===== config.mk =====
export PLATFORM = sky130hd
export DESIGN_NAME = clock_source_switch
export DESIGN_NICKNAME = d
export VERILOG_FILES = /design/src/clk_switch_pkg.sv /design/src/clock_source_switch.sv /design/src/osc_sync.sv
export SDC_FILE = /design/constraint.sdc
export NUM_CORES = 1
export LEC_CHECK = 0
export BUFFER_PORTS_ARGS = -buffer_cell sky130_fd_sc_hd__buf_2
export CAP_MARGIN = 20
export CORE_UTILIZATION = 56
export DETAILED_ROUTE_END_ITERATION = 7
export GPL_TIMING_DRIVEN = 0
export HOLD_SLACK_MARGIN = 0.02
export PLACE_DENSITY_LB_ADDON = 0.2
export SKIP_CTS_REPAIR_TIMING = 1
export SLEW_MARGIN = 25
export SYNTH_ARGS = -nofsm -noshare
export SYNTH_HDL_FRONTEND = slang
export SYNTH_SLANG_ARGS = --single-unit
export TNS_END_PERCENT = 10

===== constraint.sdc =====
create_clock -name core_clk -period 2.8 [get_ports core_clk]
set_clock_uncertainty 0.05 [all_clocks]
set_input_delay 0.42 -clock core_clk [delete_from_list [all_inputs] [get_ports core_clk]]
set_output_delay 0.42 -clock core_clk [all_outputs]
set_load 0.02 [all_outputs]

===== src/clk_switch_pkg.sv =====
// Constants and types shared by the device clock source switch
package clk_switch_pkg;

  // Source selection encoding; 2'b11 also means the internal block
  localparam logic [1:0] SEL_PRIMARY   = 2'h0;
  localparam logic [1:0] SEL_SECONDARY = 2'h1;
  localparam logic [1:0] SEL_INTERNAL  = 2'h2;
  localparam logic [1:0] SEL_RESET     = SEL_PRIMARY;

  // Internal frequency field codes
  localparam logic [2:0] FREQ_LOWEST = 3'h0;
  localparam logic [2:0] FREQ_FULL   = 3'h7;
  localparam logic [2:0] FREQ_RESET  = 3'h0;

  // Fast oscillator and postscaler figures
  localparam int FAST_OSC_KHZ   = 8000;
  localparam int LOWEST_DIVIDER = 256;
  localparam int POST_WIDTH     = $clog2(LOWEST_DIVIDER);
  localparam logic [POST_WIDTH-1:0] POST_RESET = 8'h00;
  // Counter bit that gives fast/2 is bit 0; code 6 maps there
  localparam logic [2:0] FREQ_TOP_POST = 3'h6;

  // Switch pause lengths, in cycles of the old and the new source
  localparam logic [1:0] OLD_CYCLES = 2'h2;
  localparam logic [1:0] NEW_CYCLES = 2'h3;

  // Synchronised oscillator lines, one bit each
  localparam int NUM_OSC = 4;
  typedef struct packed {
    logic slowRc;
    logic fastInternal;
    logic secondary;
    logic primary;
  } osc_lines_t;

  // Candidate device clock lines
  typedef struct packed {
    logic internalBlock;
    logic secondary;
    logic primary;
  } clk_lines_t;

  typedef struct packed {
    logic primaryClockRunning;
    logic internalClockStable;
    logic secondaryClockRunning;
  } status_t;

  // Gray coded along run, drain, wait, resume
  typedef enum logic [1:0] {
    SW_RUN    = 2'b00,
    SW_DRAIN  = 2'b01,
    SW_WAIT   = 2'b11,
    SW_RESUME = 2'b10
  } switch_state_t;

endpackage : clk_switch_pkg


===== src/clock_source_switch.sv =====
// Device clock source selection with glitch-free switching
//
// How it works
// - Two-bit select picks primary, secondary or internal
// - Select change moves clock after short pause
// - Any reset clears the applied source selection
// - Frequency field picks slow RC, 8 MHz, or postscale
// - Frequency change takes effect on output at once
// - Lowest code: fast/256 if set, else slow RC
// - Watchdog always runs on slow RC
// - Primary running flag after start-up timer expires
// - Internal stable flag when block stable and driving, except on slow RC
// - Secondary running flag when secondary drives clock
// - At most one status flag set at once
// - Idle-on-sleep bit picks sleep or idle mode
// - Secondary select needs secondary oscillator enabled
// - Pause: two old cycles, three to four new
`timescale 1ns/1ps
module clock_source_switch (
  input  wire logic       core_clk,
  input  wire logic       rstn,
  input  wire logic       primaryOscIn,
  input  wire logic       secondaryOscIn,
  input  wire logic       fastInternalOscIn,
  input  wire logic       slowInternalRcIn,
  input  wire logic [1:0] clockSourceSelect,
  input  wire logic [2:0] internalFreqSelect,
  input  wire logic       lowFreqSourceChoice,
  input  wire logic       secondaryOscEnable,
  input  wire logic       primaryStartupDone,
  input  wire logic       internalOscReady,
  input  wire logic       idleOnSleepEnable,
  input  wire logic       sleepExecute,
  input  wire logic       wakeEvent,
  output logic            deviceClk,
  output logic            watchdogClk,
  output logic            primaryClockRunning,
  output logic            internalClockStable,
  output logic            secondaryClockRunning,
  output logic            sleepMode,
  output logic            idleMode,
  output logic            switchBusy
);

  ////////////////////////////////////////////////////////////////////////
  // State

  typedef struct packed {
    clk_switch_pkg::switch_state_t   swState;
    logic [1:0]                      curSel;
    logic [1:0]                      tgtSel;
    logic [1:0]                      edgeCnt;
    clk_switch_pkg::clk_lines_t      prevLines;
    logic                            prevFast;
    logic [clk_switch_pkg::POST_WIDTH-1:0] postDiv;
    logic                            devClk;
    logic                            wdtClk;
    clk_switch_pkg::status_t         status;
    logic                            sleepOn;
    logic                            idleOn;
  } state_t;

  localparam state_t STATE_RESET = '{
    swState:   clk_switch_pkg::SW_RUN,
    curSel:    clk_switch_pkg::SEL_RESET,
    tgtSel:    clk_switch_pkg::SEL_RESET,
    edgeCnt:   2'h0,
    prevLines: 3'h0,
    prevFast:  1'b0,
    postDiv:   clk_switch_pkg::POST_RESET,
    devClk:    1'b0,
    wdtClk:    1'b0,
    status:    3'h0,
    sleepOn:   1'b0,
    idleOn:    1'b0
  };

  state_t state_r;
  state_t state_nxt;

  ////////////////////////////////////////////////////////////////////////
  // Functions

  // Folds both internal codes onto one value
  function automatic logic [1:0] normSel(input logic [1:0] sel);
    normSel = sel[1] ? clk_switch_pkg::SEL_INTERNAL : sel;
  endfunction : normSel

  // Level of the candidate line named by a normalised select
  function automatic logic lineOf(input clk_switch_pkg::clk_lines_t l,
                                  input logic [1:0] sel);
    case (sel)
      clk_switch_pkg::SEL_PRIMARY:   lineOf = l.primary;
      clk_switch_pkg::SEL_SECONDARY: lineOf = l.secondary;
      default:                       lineOf = l.internalBlock;
    endcase
  endfunction : lineOf

  ////////////////////////////////////////////////////////////////////////
  // Pin synchronisers

  clk_switch_pkg::osc_lines_t oscRaw;
  clk_switch_pkg::osc_lines_t osc;

  assign oscRaw.primary      = primaryOscIn;
  assign oscRaw.secondary    = secondaryOscIn;
  assign oscRaw.fastInternal = fastInternalOscIn;
  assign oscRaw.slowRc       = slowInternalRcIn;

  // Every source passes two flops before any edge logic sees it
  osc_sync #(
    .WIDTH   (clk_switch_pkg::NUM_OSC)
  ) u_osc_sync (
    .core_clk(core_clk),
    .rstn    (rstn),
    .asyncIn (oscRaw),
    .syncOut (osc)
  );

  ////////////////////////////////////////////////////////////////////////
  // Internal block output and edges

  logic                       postLevel;
  logic                       blockLevel;
  logic                       lowestUsesRc;
  logic [2:0]                 postBit;
  clk_switch_pkg::clk_lines_t lines;
  clk_switch_pkg::clk_lines_t rises;
  clk_switch_pkg::clk_lines_t falls;
  logic                       oldLevel;
  logic                       oldFall;
  logic                       newRise;
  logic                       newFall;
  logic [1:0]                 reqSel;
  logic                       reqValid;

  // Postscaler tap picked straight from the live field, no retiming
  always_comb begin
    postBit      = clk_switch_pkg::FREQ_TOP_POST - internalFreqSelect;
    postLevel    = state_r.postDiv[postBit];
    lowestUsesRc = !lowFreqSourceChoice;
    if (internalFreqSelect == clk_switch_pkg::FREQ_FULL) begin
      blockLevel = osc.fastInternal;
    end else if (internalFreqSelect == clk_switch_pkg::FREQ_LOWEST) begin
      blockLevel = lowestUsesRc ? osc.slowRc
                   : state_r.postDiv[clk_switch_pkg::POST_WIDTH-1];
    end else begin
      blockLevel = postLevel;
    end
  end

  always_comb begin
    lines.primary       = osc.primary;
    lines.secondary     = osc.secondary;
    lines.internalBlock = blockLevel;
    rises               = lines & ~state_r.prevLines;
    falls               = ~lines & state_r.prevLines;
    oldLevel            = lineOf(lines, state_r.curSel);
    oldFall             = lineOf(falls, state_r.curSel);
    newRise             = lineOf(rises, state_r.tgtSel);
    newFall             = lineOf(falls, state_r.tgtSel);
  end

  // Secondary cannot be taken while its oscillator is off
  always_comb begin
    reqSel   = normSel(clockSourceSelect);
    reqValid = (reqSel != state_r.curSel) &&
               !(reqSel == clk_switch_pkg::SEL_SECONDARY &&
                 !secondaryOscEnable);
  end

  ////////////////////////////////////////////////////////////////////////
  // Next state

  always_comb begin
    state_nxt           = state_r;
    state_nxt.prevLines = lines;
    state_nxt.prevFast  = osc.fastInternal;
    state_nxt.wdtClk    = osc.slowRc;
    if (osc.fastInternal && !state_r.prevFast) begin
      state_nxt.postDiv = state_r.postDiv + 1'b1;
    end

    case (state_r.swState)
      clk_switch_pkg::SW_RUN: begin
        state_nxt.devClk = oldLevel;
        if (reqValid) begin
          state_nxt.tgtSel  = reqSel;
          state_nxt.edgeCnt = 2'h0;
          state_nxt.swState = clk_switch_pkg::SW_DRAIN;
        end
      end
      // Output stops low after the old source's falling edge
      clk_switch_pkg::SW_DRAIN: begin
        if (state_r.edgeCnt == 2'h0) begin
          state_nxt.devClk = oldLevel & state_r.devClk;
        end else begin
          state_nxt.devClk = 1'b0;
        end
        if (oldFall) begin
          state_nxt.edgeCnt = state_r.edgeCnt + 1'b1;
          if (state_r.edgeCnt + 1'b1 == clk_switch_pkg::OLD_CYCLES) begin
            state_nxt.edgeCnt = 2'h0;
            state_nxt.curSel  = state_r.tgtSel;
            state_nxt.swState = clk_switch_pkg::SW_WAIT;
          end
        end
      end
      clk_switch_pkg::SW_WAIT: begin
        state_nxt.devClk = 1'b0;
        if (newRise) begin
          state_nxt.edgeCnt = state_r.edgeCnt + 1'b1;
          if (state_r.edgeCnt + 1'b1 == clk_switch_pkg::NEW_CYCLES) begin
            state_nxt.swState = clk_switch_pkg::SW_RESUME;
          end
        end
      end
      // Resume on a falling edge so the first high phase is whole
      clk_switch_pkg::SW_RESUME: begin
        state_nxt.devClk = 1'b0;
        if (newFall) begin
          state_nxt.edgeCnt = 2'h0;
          state_nxt.swState = clk_switch_pkg::SW_RUN;
        end
      end
      default: begin
        state_nxt.swState = clk_switch_pkg::SW_RUN;
      end
    endcase

    // Flags only while running; exclusive by the source compare
    state_nxt.status = '0;
    if (state_r.swState == clk_switch_pkg::SW_RUN) begin
      case (state_r.curSel)
        clk_switch_pkg::SEL_PRIMARY: begin
          state_nxt.status.primaryClockRunning = primaryStartupDone;
        end
        clk_switch_pkg::SEL_SECONDARY: begin
          state_nxt.status.secondaryClockRunning = 1'b1;
        end
        default: begin
          // Slow RC, or the block not ready, shows all flags clear
          state_nxt.status.internalClockStable = internalOscReady &&
            !(internalFreqSelect == clk_switch_pkg::FREQ_LOWEST &&
              lowestUsesRc);
        end
      endcase
    end

    // Wake wins over a sleep in the same cycle, as it ends the mode
    if (wakeEvent) begin
      state_nxt.sleepOn = 1'b0;
      state_nxt.idleOn  = 1'b0;
    end else if (sleepExecute) begin
      state_nxt.sleepOn = !idleOnSleepEnable;
      state_nxt.idleOn  = idleOnSleepEnable;
    end
  end

  ////////////////////////////////////////////////////////////////////////
  // Registers

  always_ff @(posedge core_clk or negedge rstn) begin
    if (!rstn) begin
      state_r <= STATE_RESET;
    end else begin
      state_r <= state_nxt;
    end
  end

  ////////////////////////////////////////////////////////////////////////
  // Outputs

  assign deviceClk             = state_r.devClk;
  assign watchdogClk           = state_r.wdtClk;
  assign primaryClockRunning   = state_r.status.primaryClockRunning;
  assign internalClockStable   = state_r.status.internalClockStable;
  assign secondaryClockRunning = state_r.status.secondaryClockRunning;
  assign sleepMode             = state_r.sleepOn;
  assign idleMode              = state_r.idleOn;
  assign switchBusy = (state_r.swState != clk_switch_pkg::SW_RUN);

endmodule : clock_source_switch


===== src/osc_sync.sv =====
// Two-flop synchronisers for the oscillator pins
`timescale 1ns/1ps
module osc_sync #(
  parameter int WIDTH = 4
) (
  input  wire logic             core_clk,
  input  wire logic             rstn,
  input  wire logic [WIDTH-1:0] asyncIn,
  output logic      [WIDTH-1:0] syncOut
);

  logic [WIDTH-1:0] stageOne_r;
  logic [WIDTH-1:0] stageTwo_r;

  // The first stage feeds only the second stage
  genvar i;
  generate
    for (i = 0; i < WIDTH; i++) begin : g_bit
      always_ff @(posedge core_clk or negedge rstn) begin
        if (!rstn) begin
          stageOne_r[i] <= 1'b0;
          stageTwo_r[i] <= 1'b0;
        end else begin
          stageOne_r[i] <= asyncIn[i];
          stageTwo_r[i] <= stageOne_r[i];
        end
      end
    end
  endgenerate

  assign syncOut = stageTwo_r;

endmodule : osc_sync


==> Word level (Yosys, flattened, before mapping) <==
Cells that the tools add are included.
{ "word_totals": {"reg_bits": 35, "inputBits": 18, "elab_cells": 103} }
{ "classes": {"n_addsub": 3, "order_cmp": 1, "n_eq_ne": 16, "n_mux": 30, "bitwise_logic": 5, "reduce_logical": 24} }
{ "ops": {"columns": ["operator", "count"], "rows": [
  ["$mux 2", 11],
  ["$pmux 2 s4", 2],
  ["$ne 2x2->1 const B", 6],
  ["$add 8x1->8 const B", 1],
  ["$eq 2x1->1 const B", 4],
  ["$eq 2x2->1 const B", 4],
  ["$logic_not 2->1", 4],
  ["$mux 1", 8],
  ["$mux 4", 2],
  ["$pmux 1 s2", 4],
  ["$and 3x3->3", 2],
  ["$logic_not 1->1", 6],
  ["$not 3->3", 2],
  ["$reduce_and 6->1", 1],
  ["$logic_and 1x1->1", 5],
  ["$lt 3x4->1 const B", 1],
  ["$reduce_and 4->1", 1],
  ["$reduce_bool 2->1", 2],
  ["$reduce_or 2->1", 2],
  ["$bmux 1 s3", 1],
  ["$eq 3x3->1 const B", 1],
  ["$logic_not 3->1", 1],
  ["$mux 3", 1],
  ["$pmux 1 s3", 1],
  ["other kinds (6)", 6]
]} }

==> Logic depth before layout (Yosys ltp) <==
{ "depth": {"depth_word": 10, "mapped_depth": 9, "depth_no_buf": 8} }

==> Modules after synthesis <==
A second synthesis with hierarchy kept.
{ "unflattened": {"cells_unflattened": 147, "area_unflattened_um2": 1714.1} }
{ "by_module_without_submodules": {"columns": ["mod", "instances", "cells_per_inst", "area_per_inst_um2"], "rows": [
  ["clock_source_switch", 1, 139, 1514.0],
  ["osc_sync", 1, 8, 200.2]
]} }

==> Worst setup path before layout <==
OpenSTA, ideal clock, no wires.
{ "synth_path": {"kind": "input to register", "startpoint": "in internalFreqSelect[0]", "endpoint": "reg state_r[26] (netlist name)", "setup_time_ns": 0.119, "arrival_time_ns": 2.393, "required_ns": 2.631, "slack_ns": 0.238, "cell_stages": 9, "path_cell_list": "inv_1 ha_1 buf_6 mux2i_1 mux4_2 a31o_4 a211o_1 a211oi_1 o21ba_1"} }
{ "synth_between": {"elab_chain_len": 10} }
{ "synth_lines": {"columns": ["item", "line_no", "source"], "rows": [
  ["start: declaration", "clock_source_switch.sv:27", "input wire logic [2:0] internalFreqSelect,"],
  ["$sub 3x3->3", "clock_source_switch.sv:139", "postBit = clk_switch_pkg::FREQ_TOP_POST - internalFreqSelect;"],
  ["$bmux 1 s3", "clock_source_switch.sv:140", "postLevel = state_r.postDiv[postBit];"],
  ["$mux 1 (not written as such)", "clock_source_switch.sv:140", null],
  ["$mux 1", "clock_source_switch.sv:144", "end else if (internalFreqSelect == clk_switch_pkg::FREQ_LOWEST) begin"],
  ["$mux 1 (*)", "clock_source_switch.sv:142", "if (internalFreqSelect == clk_switch_pkg::FREQ_FULL) begin"],
  ["$not 3->3", "clock_source_switch.sv:157", "falls = ~lines & state_r.prevLines;"],
  ["$and 3x3->3", "clock_source_switch.sv:157", null],
  ["$pmux 1 s2", "clock_source_switch.sv:92", "case (sel)"],
  ["$ne 2x2->1 (no line)", null, null],
  ["$reduce_and 6->1 (no line) (*)", null, null],
  ["end signal: assignment", "clock_source_switch.sv:267", "state_r <= state_nxt;"],
  ["end: declaration", "clock_source_switch.sv:78", "state_t state_r;"]
]} }
Every way passes the cells marked *; elsewhere a longest branch is shown, timed or not. The select of a mux whose other input is x is not followed.
A chain may end at the register's enable or synchronous reset.

==> Worst setup path in the final report <==
{ "layout_path": {"startpoint": "in internalFreqSelect[0]", "endpoint": "reg state_r[20] (netlist name)"} }
{ "layout_between": {"elab_chain_len": 10} }
{ "layout_lines": {"columns": ["item", "line_no"], "rows": [
  ["$sub 3x3->3", "clock_source_switch.sv:139"],
  ["$bmux 1 s3", "clock_source_switch.sv:140"],
  ["$mux 1 (not written as such)", "clock_source_switch.sv:140"],
  ["$mux 1", "clock_source_switch.sv:144"],
  ["$mux 1 (*)", "clock_source_switch.sv:142"],
  ["$not 3->3", "clock_source_switch.sv:157"],
  ["$and 3x3->3", "clock_source_switch.sv:157"],
  ["$pmux 1 s2", "clock_source_switch.sv:92"],
  ["$ne 2x2->1 (no line)", null],
  ["$reduce_and 4->1 (no line) (*)", null]
]} }
Marked as above.

==> impl_metrics.yaml <==
global_routing:
  grt_first_pass_wirelength_mm: 5.62
  track_usage: 0.223
  grt_overflow: 0
  grt_antenna_before_repair: 0
  grt_pass1_vias: 1328
  grt_max_degree: 36
place:
  gp_congestion: 0.810
  placedCellCount: 224
  dp.final_hpwl_mm: 2.43
  portBuffers: 25
  place_ws_ns: -0.0877
  post_dp_cell_area_mm2: 0.00194
synthesis:
  syn_nets: 180
  synth_most_common_cell: "dfrtp_1"
  synth_cells: 155
  yosysUniqueCellTypes: 46
  synth_flop_cell: "dfrtp_1"
  yosys.area.top_type_share: 0.496
  synth-seq-area-share: 0.496
  syn-cell-area_mm2: 0.00176
  synth_edf_count: 0
  synth_common_cells: "dfrtp_1, nor2_1, inv_1, nand2_1, ha_1"
  synth_largest_area_cell: "dfrtp_1"
  syn_area_per_cell_um2: 11.4
  synthTopCellsByArea: "dfrtp_1, ha_1, mux2i_1"
  synth_seq_cells: 35
  ys_warn_count: 0
  async_flop_share: 1.00
clock_network:
  clkSinkCount: 35
  worstSkewPairLatency_ns: 0.35
  ctsRootBufferMaster: "clkbuf_4"
  clkSlewWorstSetupHoldPaths_ns: 0.12
  cts_tree: "done"
  clk_path_buf_depth: 2
  htree_levels: 2
  cts_inserted_buffers: 5
floorplanning:
  fp-row-count: 20
  pin_count: 26
  dieHeight_um: 58.1
  initial_core_util: 0.583
  dieArea_mm2: 0.00338
  core_area_mm2: 0.00303
  die_w_um: 58.1
setup_path:
  cp_max_fo: 8
  cp.required_ns: 2.97
  r2r_slack_ns: 0.51
  r2r_start: "state_r[23]$_DFFE_PN0P_"
  critPathKind: "input port to flip-flop"
  end_kind: "flip-flop"
  regToRegEndpoint: "state_r[24]$_DFFE_PN0P_"
  cp.arrival_ns: 2.73
  cp-start-kind: "input port"
  rr_worst_depth: 7
timing:
  setup_viol: 0
  worst_pin_slew_ns: 0.747
  period_needed_ns: 2.55
  maxSlewHeadroom: 0.502
  hold_viol_final: 0
  timing.final.crit_share: 0.912
  rsz0062_at_grt: "false"
  slew_violations: 0
  fmax_mhz: 392
  layout_setup_ws_ns: 0.247
  hold_slack_ns: 0.0715
power:
  p_leak_nw: 0.941
  p_per_area_mw_per_mm2: 787
  finalPower_mw: 1.60
  ir_drop_mv: 0.375
detailed_routing:
  via_count: 1299
  wl_per_cell_um: 14.1
  antenna_left: 0
  viasPerCell: 5.60
  routed_wl_mm: 3.28
  drc: 0
  drt-pass1-iter-count: 4
  drtIter0Drc: 53
finish:
  final_layout_size_suffix_gt1_frac: 0.250
  fin_area_mm2: 0.00203
  syn_to_final_growth_pct: 15.0
  seq_area_um2: 876
  fill_cells: 235
  final_cells: 232
  num_antenna_cells: 0
  multi_input_area_um2: 836
  nets: 212
run_status:
  status: "complete, no violations"
run:
  maxCapViolCount: 0
min_path:
  hp-class: "input port to asynchronous set/reset pin"
==> layer usage <==
layer / up-vias / track usage / wire length [um]
met5: - / 0 / 0
met4: 0 / 0.102 / 59
met3: 8 / 0.0558 / 120
met2: 29 / 0.378 / 1650
met1: 639 / 0.267 / 1440
li1: 623 / - / -
==> placed cells by master, fill, tap and decap left out, types with 2 or more instances in the layout <==
master and n:
a211oi_1 5, a21oi_1 6, a31oi_1 3, buf_2 25, clkbuf_1 3, clkbuf_4 5, dfrtp_1 35, ha_1 7
inv_1 8, mux2_2 5, mux2i_1 6, nand2_1 8, nand2b_1 3, nand3_1 6, nand3b_1 2, nor2_1 9
nor2b_1 5, nor3b_1 5, o21ai_0 3, o22ai_1 2, xnor2_1 3, xor2_1 5
==> power breakdown <==
part | leakage (nW) | internal [mW] | switching (mW)
logic | 0.461 | 0.238 | 0.286
registers | 0.435 | 0.604 | 0.0943
clock network | 0.0458 | 0.192 | 0.182
total | 0.941 | 1.03 | 0.562
==> through the flow <==
stage | utilization | setup TNS, ns
4_1_cts | 0.670 | 0
3_5_place_dp | 0.642 | -0.416
6_report | 0.670 | 0
2_1_floorplan | - | 0
5_1_grt | 0.670 | 0
3_3_place_gp | 0.642 | -0.102
==> final cells by class <==
type | count | area share
Sequential cell | 35 | 0.432
Clock buffer | 5 | 0.0185
Timing Repair Buffer | 25 | 0.0617
Tap cell | 44 | 0.0271
Clock inverter | 3 | 0.0234
Multi-Input combinational cell | 108 | 0.412
Inverter | 8 | 0.0148
Buffer | 4 | 0.0111
==> sequential cells by signal (all words and copies together) (netlist names) <==
name and flops:
sleepMode 1, idleMode 1, deviceClk 1, state_r 20, secondaryClockRunning 1, primaryClockRunning 1
u_osc_sync.stageOne_r 4, u_osc_sync.syncOut 4, internalClockStable 1, watchdogClk 1
==> worst max-delay path, cell delays in order <==
cell,delay [ns]
buf_2,0.16
inv_1,0.06
ha_1,0.30
buf_6,0.14
mux2i_1,0.13
mux4_2,0.49
a31o_4,0.29
a211o_1,0.33
a211oi_2,0.28
o22ai_1,0.12
==> cells by family (layout without fill, tap and decap cells) <==
kind of cell	after synthesis	in the layout	share of synthesized area
flops	35	35	0.496
mux	12	12	0.0787
fa+ha+maj	7	7	0.0496
compound gates	32	32	0.141
buf+inv	12	45	0.0298
simple gates	49	49	0.165
xor+xnor	8	8	0.0397
==> worst max-delay path by stage <==
stage | startpoint | endpoint | slack (ns) | cells past startpoint
after floorplan | internalFreqSelect[0] | state_r[26]$_DFFE_PN0P_ | 0.24 | 9
final | internalFreqSelect[0] | state_r[20]$_DFFE_PN0P_ | 0.25 | 10
after detailed placement | internalFreqSelect[0] | state_r[20]$_DFFE_PN0P_ | -0.09 | 10
after CTS | internalFreqSelect[0] | state_r[20]$_DFFE_PN0P_ | 0.28 | 10
after global placement | internalFreqSelect[0] | state_r[20]$_DFFE_PN0P_ | -0.04 | 10
after global routing | internalFreqSelect[0] | state_r[24]$_DFFE_PN0P_ | 0.10 | 10
Power figures use the tool's default switching activity.
